<file path="src/ocl_map.svh">
`ifndef OCL_MAP_SVH
`define OCL_MAP_SVH

// Readback port selects
`define OCL_PORT_TALLY 5'h0e
`define OCL_PORT_INDEX 5'h04

// Mode control and clock-enable field positions
`define OCL_MODE_DUAL_BIT 7
`define OCL_MODE_LOAD_N_BIT 6
`define OCL_CLKEN_N_BIT 0

// Reset values
`define OCL_TALLY_RESET 12'h000
`define OCL_INDEX_RESET 4'h0
`define OCL_DUAL_RESET 1'b0
`define OCL_LOAD_N_RESET 1'b1
`define OCL_CLKEN_N_RESET 1'b1
`define OCL_STROBE_IDLE 7'h7f

// Counter and memory shape
`define OCL_TALLY_LAST 12'hfff
`define OCL_SLICES 3
`define OCL_DEPTH 16
`define OCL_SYNC_WIDTH 21

// Strobe positions inside the synchronised vector
`define OCL_S_INDEX 0
`define OCL_S_LOW 1
`define OCL_S_HIGH 2
`define OCL_S_PRESET 3
`define OCL_S_STEP 4
`define OCL_S_MODE 5
`define OCL_S_CLKEN 6
`define OCL_S_READ 7

`endif

</file>
<file path="src/ocl_pkg.sv">
package ocl_pkg;
  typedef logic [11:0] ocl_word_type;
  typedef logic [3:0] ocl_index_type;
  typedef logic [7:0] ocl_byte_type;
  typedef logic [4:0] ocl_port_type;
  typedef logic [3:0] ocl_nibble_type;
endpackage

</file>
<file path="src/ocl_sync.sv">
`timescale 1ns/1ns
`default_nettype none
module ocl_sync #(
  parameter int WIDTH = 1
) (
  input wire logic core_clk,
  input wire logic arst_n,
  input wire logic [WIDTH-1:0] async_in,
  output var logic [WIDTH-1:0] sync_out
);
  logic [WIDTH-1:0] stage1;
  logic [WIDTH-1:0] next_stage1;
  logic [WIDTH-1:0] next_sync_out;

  always_comb begin
    next_stage1 = async_in;
    next_sync_out = stage1;
  end

  // Idle level of every pin is high
  always_ff @(posedge core_clk or negedge arst_n) begin
    if (!arst_n) begin
      stage1 <= '1;
      sync_out <= '1;
    end else begin
      stage1 <= next_stage1;
      sync_out <= next_sync_out;
    end
  end
endmodule
`default_nettype wire

</file>
<file path="src/ocl_tally.sv">
// Notes on behaviour
// 12-bit up-counter, parallel-loaded from RAM
// RAM is 16 words, three 4-bit slices
// Index strobe in load mode captures address
// Low write strobe stores low byte
// High write strobe stores top nibble
// RAM outputs inverse of written data
// Preset strobe loads addressed word into counter
// Each step strobe advances counter once
// Carries ripple across all three slices
// Bits 1, 6, 11 readable at 4..2
// Readback driven only when port 0E or 04 selected
// Mode write sets qualifier and load mode
// Clock-enable write enables index clocking
// Host verifies loading word by word
// Host stops counting check on mismatch
// Host presets zero by writing FF
// Port 04 shows index, port 0E tally
// Count completion reloads from next word
// Strobes synchronised, each acts exactly once
`timescale 1ns/1ns
`default_nettype none
`include "ocl_map.svh"
module ocl_tally (
  input wire logic core_clk,
  input wire logic arst_n,
  input wire ocl_pkg::ocl_byte_type host_data,
  input wire ocl_pkg::ocl_port_type host_addr,
  input wire logic level_index_strobe_n,
  input wire logic tally_ram_low_write_n,
  input wire logic tally_ram_high_write_n,
  input wire logic tally_preset_strobe_n,
  input wire logic tally_step_strobe_n,
  input wire logic mode_control_write_n,
  input wire logic clock_enable_write_n,
  input wire logic tally_readback_enable_n,
  output var ocl_pkg::ocl_byte_type host_read_data,
  output var logic host_read_oe,
  output var logic paired_qualifier_select,
  output var logic level_index_load_mode_n,
  output var logic stack_clock_enable_n,
  output var ocl_pkg::ocl_word_type event_tally,
  output var ocl_pkg::ocl_index_type level_index
);
  import ocl_pkg::*;

  logic [`OCL_SYNC_WIDTH-1:0] raw_in;
  logic [`OCL_SYNC_WIDTH-1:0] synced;
  logic [7:0] strobe_n;
  logic [6:0] prev_strobe_n;
  logic [6:0] next_prev_strobe_n;
  logic [6:0] fire;
  ocl_byte_type data;
  ocl_port_type addr;
  logic read_sel;
  ocl_word_type ram [`OCL_DEPTH];
  ocl_word_type next_ram [`OCL_DEPTH];
  logic [`OCL_SLICES-1:0] slice_we;
  ocl_nibble_type slice_data [`OCL_SLICES];
  ocl_index_type reload_index;
  logic wrap;
  ocl_word_type next_tally;
  ocl_index_type next_index;
  logic next_dual;
  logic next_load_n;
  logic next_clken_n;
  ocl_byte_type next_read_data;
  logic next_read_oe;

  // One bit per slice lands at byte bits 4..2, low slice on top
  function automatic ocl_byte_type visible_byte(input ocl_word_type w);
    visible_byte = {3'h0, w[1], w[6], w[11], 2'h0};
  endfunction

  assign raw_in = {host_addr, host_data, tally_readback_enable_n, clock_enable_write_n,
                   mode_control_write_n, tally_step_strobe_n, tally_preset_strobe_n,
                   tally_ram_high_write_n, tally_ram_low_write_n, level_index_strobe_n};

  ocl_sync #(.WIDTH(`OCL_SYNC_WIDTH)) u_sync (
    .core_clk(core_clk),
    .arst_n(arst_n),
    .async_in(raw_in),
    .sync_out(synced)
  );

  assign strobe_n = synced[7:0];
  assign data = synced[15:8];
  assign addr = synced[20:16];
  assign read_sel = !strobe_n[`OCL_S_READ];
  assign fire = prev_strobe_n & ~strobe_n[6:0];

  // Slice write enables and data
  genvar s;
  generate
    for (s = 0; s < `OCL_SLICES; s++) begin : g_slice
      if (s < 2) begin : g_low
        assign slice_we[s] = fire[`OCL_S_LOW];
        assign slice_data[s] = ~data[s*4 +: 4];
      end else begin : g_high
        assign slice_we[s] = fire[`OCL_S_HIGH];
        assign slice_data[s] = ~data[3:0];
      end
    end
  endgenerate

  always_comb begin
    next_ram = ram;
    for (int k = 0; k < `OCL_SLICES; k++) begin
      if (slice_we[k]) begin
        next_ram[level_index][k*4 +: 4] = slice_data[k];
      end
    end
  end

  always_comb begin
    next_prev_strobe_n = strobe_n[6:0];
    reload_index = 4'(level_index + 4'h1);
    wrap = fire[`OCL_S_STEP] && !fire[`OCL_S_PRESET] && (event_tally == `OCL_TALLY_LAST);
    next_tally = event_tally;
    next_index = level_index;
    next_dual = paired_qualifier_select;
    next_load_n = level_index_load_mode_n;
    next_clken_n = stack_clock_enable_n;
    if (fire[`OCL_S_PRESET]) begin
      next_tally = ram[level_index];
    end else if (wrap) begin
      next_tally = ram[reload_index];
    end else if (fire[`OCL_S_STEP]) begin
      next_tally = 12'(event_tally + 12'h001);
    end
    if (fire[`OCL_S_INDEX] && !stack_clock_enable_n) begin
      if (!level_index_load_mode_n) begin
        next_index = data[3:0];
      end else begin
        next_index = reload_index;
      end
    end else if (wrap && !stack_clock_enable_n && level_index_load_mode_n) begin
      next_index = reload_index;
    end
    if (fire[`OCL_S_MODE]) begin
      next_dual = data[`OCL_MODE_DUAL_BIT];
      next_load_n = data[`OCL_MODE_LOAD_N_BIT];
    end
    if (fire[`OCL_S_CLKEN]) begin
      next_clken_n = data[`OCL_CLKEN_N_BIT];
    end
    next_read_oe = read_sel && (addr == `OCL_PORT_TALLY || addr == `OCL_PORT_INDEX);
    if (addr == `OCL_PORT_INDEX) begin
      next_read_data = {2'h0, level_index, 2'h0};
    end else begin
      next_read_data = visible_byte(event_tally);
    end
  end

  always_ff @(posedge core_clk or negedge arst_n) begin
    if (!arst_n) begin
      for (int k = 0; k < `OCL_DEPTH; k++) begin
        ram[k] <= `OCL_TALLY_RESET;
      end
    end else begin
      ram <= next_ram;
    end
  end

  always_ff @(posedge core_clk or negedge arst_n) begin
    if (!arst_n) begin
      prev_strobe_n <= `OCL_STROBE_IDLE;
      event_tally <= `OCL_TALLY_RESET;
      level_index <= `OCL_INDEX_RESET;
      paired_qualifier_select <= `OCL_DUAL_RESET;
      level_index_load_mode_n <= `OCL_LOAD_N_RESET;
      stack_clock_enable_n <= `OCL_CLKEN_N_RESET;
      host_read_data <= 8'h00;
      host_read_oe <= 1'b0;
    end else begin
      prev_strobe_n <= next_prev_strobe_n;
      event_tally <= next_tally;
      level_index <= next_index;
      paired_qualifier_select <= next_dual;
      level_index_load_mode_n <= next_load_n;
      stack_clock_enable_n <= next_clken_n;
      host_read_data <= next_read_data;
      host_read_oe <= next_read_oe;
    end
  end
endmodule
`default_nettype wire

</file>
<file path="config.mk">
export PLATFORM = sky130hd
export DESIGN_NAME = ocl_tally
export DESIGN_NICKNAME = d
export VERILOG_FILES = /design/src/ocl_pkg.sv /design/src/ocl_sync.sv /design/src/ocl_tally.sv
export VERILOG_INCLUDE_DIRS = /design/src
export SDC_FILE = /design/constraint.sdc
export NUM_CORES = 1
export LEC_CHECK = 0
export BUFFER_PORTS_ARGS = -buffer_cell sky130_fd_sc_hd__clkbuf_2
export CAP_MARGIN = 20
export CELL_PAD_IN_SITES_DETAIL_PLACEMENT = 0
export CELL_PAD_IN_SITES_GLOBAL_PLACEMENT = 1
export CORE_MARGIN = 2
export CORE_UTILIZATION = 45
export DETAILED_ROUTE_END_ITERATION = 7
export PLACE_DENSITY_LB_ADDON = 0.15
export SLEW_MARGIN = 20
export SYNTH_ARGS = -nofsm -noshare
export SYNTH_HDL_FRONTEND = slang
export SYNTH_SLANG_ARGS = --single-unit
</file>
<file path="constraint.sdc">
create_clock -name core_clk -period 3.2 [get_ports core_clk]
set_input_delay 0.96 -clock core_clk [delete_from_list [all_inputs] [get_ports core_clk]]
set_output_delay 0.96 -clock core_clk [all_outputs]
set_load 0.03 [all_outputs]
</file>
======== Yosys cells after proc, flatten, opt, wreduce, memory -nomap -nowiden ========
Cells that the tools add are included.
operators by class
  $add $sub $neg .......................... 2
  multipliers ............................. 0
  div/mod/pow operators ................... 0
  magnitude comparators ................... 3
  eq/ne operators ......................... 3
  shift operators ......................... 0
  muxes and demuxes ....................... 25
  bitwise operators ....................... 6
  reductions and logical operators ........ 13
operators by type and width
  operator               count
  $bwmux 192             3
  $mux 192               3
  $demux 12 s4           3
  $bmux 12 s4            2
  $mux 12                8
  $mux 4                 4
  $add 12x1->12 const B  1
  $eq 12x12->1 const B   1
  $ge 5x5->1 const B     2
  $not 4->5              2
  $mux 8                 1
  $not 4->4              2
  $and 7x7->7            1
  $logic_and 1x1->1      7
  $not 7->7              1
  $mux 6                 1
  $eq 5x3->1 const B     1
  $eq 5x4->1 const B     1
  $lt 5x1->1 const B     1
  $add 4x1->4 const B    1
  $logic_not 1->1        3
  $reduce_bool 3->1      1
  $reduce_bool 2->1      1
  $logic_or 1x1->1       1
word-level totals
  bits in registers ....................... 269
  bits in latches ......................... 0
  bits in writable memories ............... 0
  ROM bits ................................ 0
  word-level logic and storage cells ...... 78
  memories kept ........................... 0

======== Depth between registers and ports, before layout ========
  word-level depth ........................ 11
  depth in mapped cells ................... 13
  gate-level depth less buffers ........... 7

======== Hierarchy ========
A second synthesis with hierarchy kept.
unflattened totals
  cells, all modules ...................... 1,090
  area, all modules ....................... 12,687.2 um2
by module, submodules not included
  module     times used  cells each  area an instance (um2)  sequential area each (um2)
  ocl_tally  1           1,048       11,583.6                5,591.6
  ocl_sync   1           42          1,103.6                 1,103.6

======== Worst setup path before layout ========
OpenSTA, ideal clock, no wires.
  path kind ............................... register -> register
  start ................................... register level_index[1]
  end ..................................... register event_tally[8]
  data arrival time ....................... 2.966 ns
  required time ........................... 3.073 ns
  setup slack ............................. 0.107 ns
  cell stages (with the launch flop) ...... 14
  buffers on the path ..................... 6
  period minus slack after synthesis ...... 3.093 ns
  cell sequence ........................... dfrtp_1 clkbuf_1 buf_4 buf_4 inv_1 ha_1 buf_4 buf_4 buf_2 mux4_2 nand2_1 nand2_1 a221oi_1 nor2_1
between the ends
  word-level cells in the longest chain between the ends .. 7
ends and longest elaborated chain
  element                                     RTL line          RTL
  start, declared                             ocl_tally.sv:43   output var ocl_pkg::ocl_index_type level_index
  start signal, assigned                      ocl_tally.sv:169  level_index <= `OCL_INDEX_RESET;
  start signal, assigned                      ocl_tally.sv:178  level_index <= next_index;
  $add 4x1->4                                 ocl_tally.sv:117  reload_index = 4'(level_index + 4'h1);
  $not 4->5 (not written as such)             ocl_tally.sv:127  next_tally = ram[reload_index];
  $bmux 12 s4                                 ocl_tally.sv:127
  $mux 12 (not written as such) (2 in a row)  ocl_tally.sv:127
  $mux 12                                     ocl_tally.sv:126  end else if (wrap) begin
  $mux 12 *                                   ocl_tally.sv:124  if (fire[`OCL_S_PRESET]) begin
  end signal, assigned                        ocl_tally.sv:168  event_tally <= `OCL_TALLY_RESET;
  end signal, assigned                        ocl_tally.sv:177  event_tally <= next_tally;
  end, declared                               ocl_tally.sv:42   output var ocl_pkg::ocl_word_type event_tally,
Every way passes the cells marked *; elsewhere a longest branch is shown, timed or not. The select of a mux whose other input is x is not followed.
A chain may end at the register's enable or synchronous reset.

======== Final worst setup path ========
  start ................................... register level_index[0]
  end ..................................... register event_tally[6]
The elaborated chain is that of the path after synthesis.

==> flow_summary.yaml <==
route:
  drc_errors: 0
  vias: 8564
  routed_wl_um: 34150
  ant_nets: 0
  drt_iter0_markers: 793
  vias_per_cell: 5.679
  wl_per_cell_um: 22.65
  first_pass_iters: 7
floorplan:
  io_pins: 51
  die_w_um: 171.0
  initial_core_util_pct: 45.43
  coreArea_mm2: 0.02763
  die_area_mm2: 0.02924
  rows: 61
  die_y_um: 171.0
sta:
  clock.fmax_mhz: 370.6
  layout_setup_ws_ps: 501.7
  grt_setup_unrepaired: "false"
  slew_headroom_pct: 41.82
  slew_viol_final: 0
  hold_viol_final: 0
  finalSetupViolCount: 0
  worstMarginPinSlew_ps: 864.7
  min_period_over_period_pct: 84.32
  finalClockSkew_ps: 7.361
  finalSetupTns_ps: 0
  hold_ws_ps: 282.3
  fin_crit_ps: 2698
finish:
  layout-drive-gt1-share_pct: 26.37
  antenna_cells: 0
  nets: 1133
  multi_input_area_mm2: 0.005465
  final-seq-area_mm2: 0.006703
  fillers: 2497
  fin_util_pct: 51.37
  areaGrowthSynthToFinish_pct: 13.08
run:
  cap_viol_max_count: 0
logic_synthesis:
  ys_seq_area_share_pct: 53.34
  ys_ff_latch: 265
  synthArstFlopShare_pct: 100.0
  synth_area_mm2: 0.01255
  synth.area.top_cells: "dfrtp_1, mux4_2, dfstp_2, o21ai_0, nand2_1"
  yosysTopAreaCell: "dfrtp_1"
  yosysMostFrequentCell: "nand2_1"
  yosys.cell_types.count: 49
  postSynthAreaPerCell_um2: 11.81
  synth_commonest_cells: "nand2_1, dfrtp_1, o21ai_0"
  synth_ff_type: "dfrtp_1"
  synth.top_cell.area_share_pct: 42.67
  synth_edf_count: 0
  netlist_instances: 1063
  yosysWarnings: 0
grt:
  grt_pass1_wl_um: 54080
  grt_max_degree: 87
  use_met2_pct: 36.76
  grt_util_all_layers_pct: 24.59
  gr-total-overflow: 0
  busiest_layer: "met1"
  antenna_found_initial: 0
  grtUsageMet1_pct: 38.53
  grt_pass1_vias: 8568
  met3_usage_pct: 3.424
clocking:
  cts_hold_repair.buffers: 0
  insertion_delay_ps: 570
  htree_levels: 1
  cts.clk_slew.worst_paths_ps: 60
  cts-buffers-inserted: 31
  clock_path_buffers: 3
  cts_tree: "built"
  postCtsResizedCells: 0
  cts-root-buf: "clkbuf_16"
  cts.sinks: 265
  postCtsSetupRepairBufs: 0
setup_path:
  cp_top_family: "multiplexers"
  max_stage_delay_ps: 580
  arrival_ps: 3130
  path_common_cell: "a21oi_1"
  cpMaxStageDelayCell: "ha_2"
  endpoint_kind: "register"
  cp_num_buf_inv: 2
  path_max_fanout: 24
  critPathLaunchType: "register"
  path_cells: "inv_1 > ha_2 > buf_12 > mux4_2 > mux2_2 > a21oi_1 > a21oi_1"
  critPathRequiredTime_ps: 3630
  critical_path_class: "reg2reg"
power:
  p_leak_uw: 0.006001
  peakVddDrop_uv: 492.0
  powerDensity_mw_per_mm2: 1045
min_path:
  hp-class: "in2async"
place:
  dp_hpwl_um: 23220
  port_buffers: 46
  place_ws_ps: 536.7
  finalWeightedCongestion: 0.8194
outcome:
  status: "completed"
[area by class of cell]
cell class | count | share of cell area, %
Clock buffer | 47 | 6.383
Clock inverter | 11 | 0.4320
Inverter | 9 | 0.2380
Multi-Input combinational cell | 719 | 38.51
Sequential cell | 265 | 47.23
Tap cell | 378 | 3.332
Timing Repair Buffer | 79 | 3.879
[registers in the layout (all words and copies together), names as in the netlist]
| register | count |
|---|---|
| level_index_load_mode_n | 1 |
| event_tally | 12 |
| stack_clock_enable_n | 1 |
| host_read_oe | 1 |
| u_sync.sync_out | 21 |
| ram | 192 |
| host_read_data | 4 |
| prev_strobe_n | 7 |
| paired_qualifier_select | 1 |
| level_index | 4 |
| u_sync.next_sync_out | 21 |
[layer usage]
metal,part of all wire [%],vias to the layer above
li1,-,3922
met3,5.4,43
met5,0,-
met4,1.6,0
met1,48,4338
met2,45,261
[cells by family (layout without fill, tap and decap cells)]
group	Yosys count	in the layout	share of synthesized area (%)
other	1	4	0.02988
xor gates and xnor gates	12	12	0.8972
DFF	265	265	53.34
adders and majority gates	5	5	0.4985
and+or+nand+nor	319	319	10.44
muxes	129	129	20.73
AOI/OAI and AO/OA	250	250	10.85
buffers and inverters	82	146	3.220
[through the flow]
step	power [uW]	cell area, um^2	instances
CTS	14920	14190	1508
global placement	11390	13230	1450
finish	14840	14190	1508
global route	15740	14190	1508
detailed placement	11520	13230	1450
floorplan	9627	12560	1066
[worst paths after layout]
path / to / depth (start not counted) / from / slack [ps]
min in group core_clk: u_sync.sync_out[3]$_DFF_PN1_ / 0 / u_sync.next_sync_out[3]$_DFF_PN1_ / 350
max in group asynchronous: u_sync.sync_out[12]$_DFF_PN1_ / 2 / arst_n / 2130
worst min-delay path: ram[165]$_DFFE_PN0P_ / 1 / arst_n / 280
worst max-delay path: event_tally[6]$_DFFE_PN0P_ / 7 / level_index[0]$_DFFE_PN0P_ / 500
worst max register to register: event_tally[6]$_DFFE_PN0P_ / 7 / level_index[0]$_DFFE_PN0P_ / 500
worst min register to register: u_sync.sync_out[3]$_DFF_PN1_ / 0 / u_sync.next_sync_out[3]$_DFF_PN1_ / 350
[layout by cell type (no fill, tap or decap), drive strengths merged, types with 2 or more instances in the layout]
cell,synthesis,routed
ha,5,5
clkinv,0,8
conb,1,4
xor2,5,5
nor4,5,5
mux4,104,104
a31oi,4,4
nor2,16,16
o31ai,2,2
xnor2,7,7
a21oi,14,14
nand3,14,14
mux2,7,7
nand4,3,3
nand2,250,250
dfrtp,214,214
a22oi,14,14
o21ai,200,200
a2111oi,3,3
or3,2,2
mux2i,18,18
nand2b,3,3
dfstp,51,51
nor3,8,8
and2,7,7
clkbuf,41,92
a311oi,2,2
inv,9,12
buf,32,34
nor2b,9,9
[power by group]
group | internal (uW) | leakage (uW) | switching [uW]
registers | 4540 | 0.00333 | 1100
clock network | 1940 | 0.000488 | 1410
logic | 2880 | 0.00218 | 2970
total | 9360 | 0.00600 | 5480
Note: power is estimated with default switching activity, not from simulation.
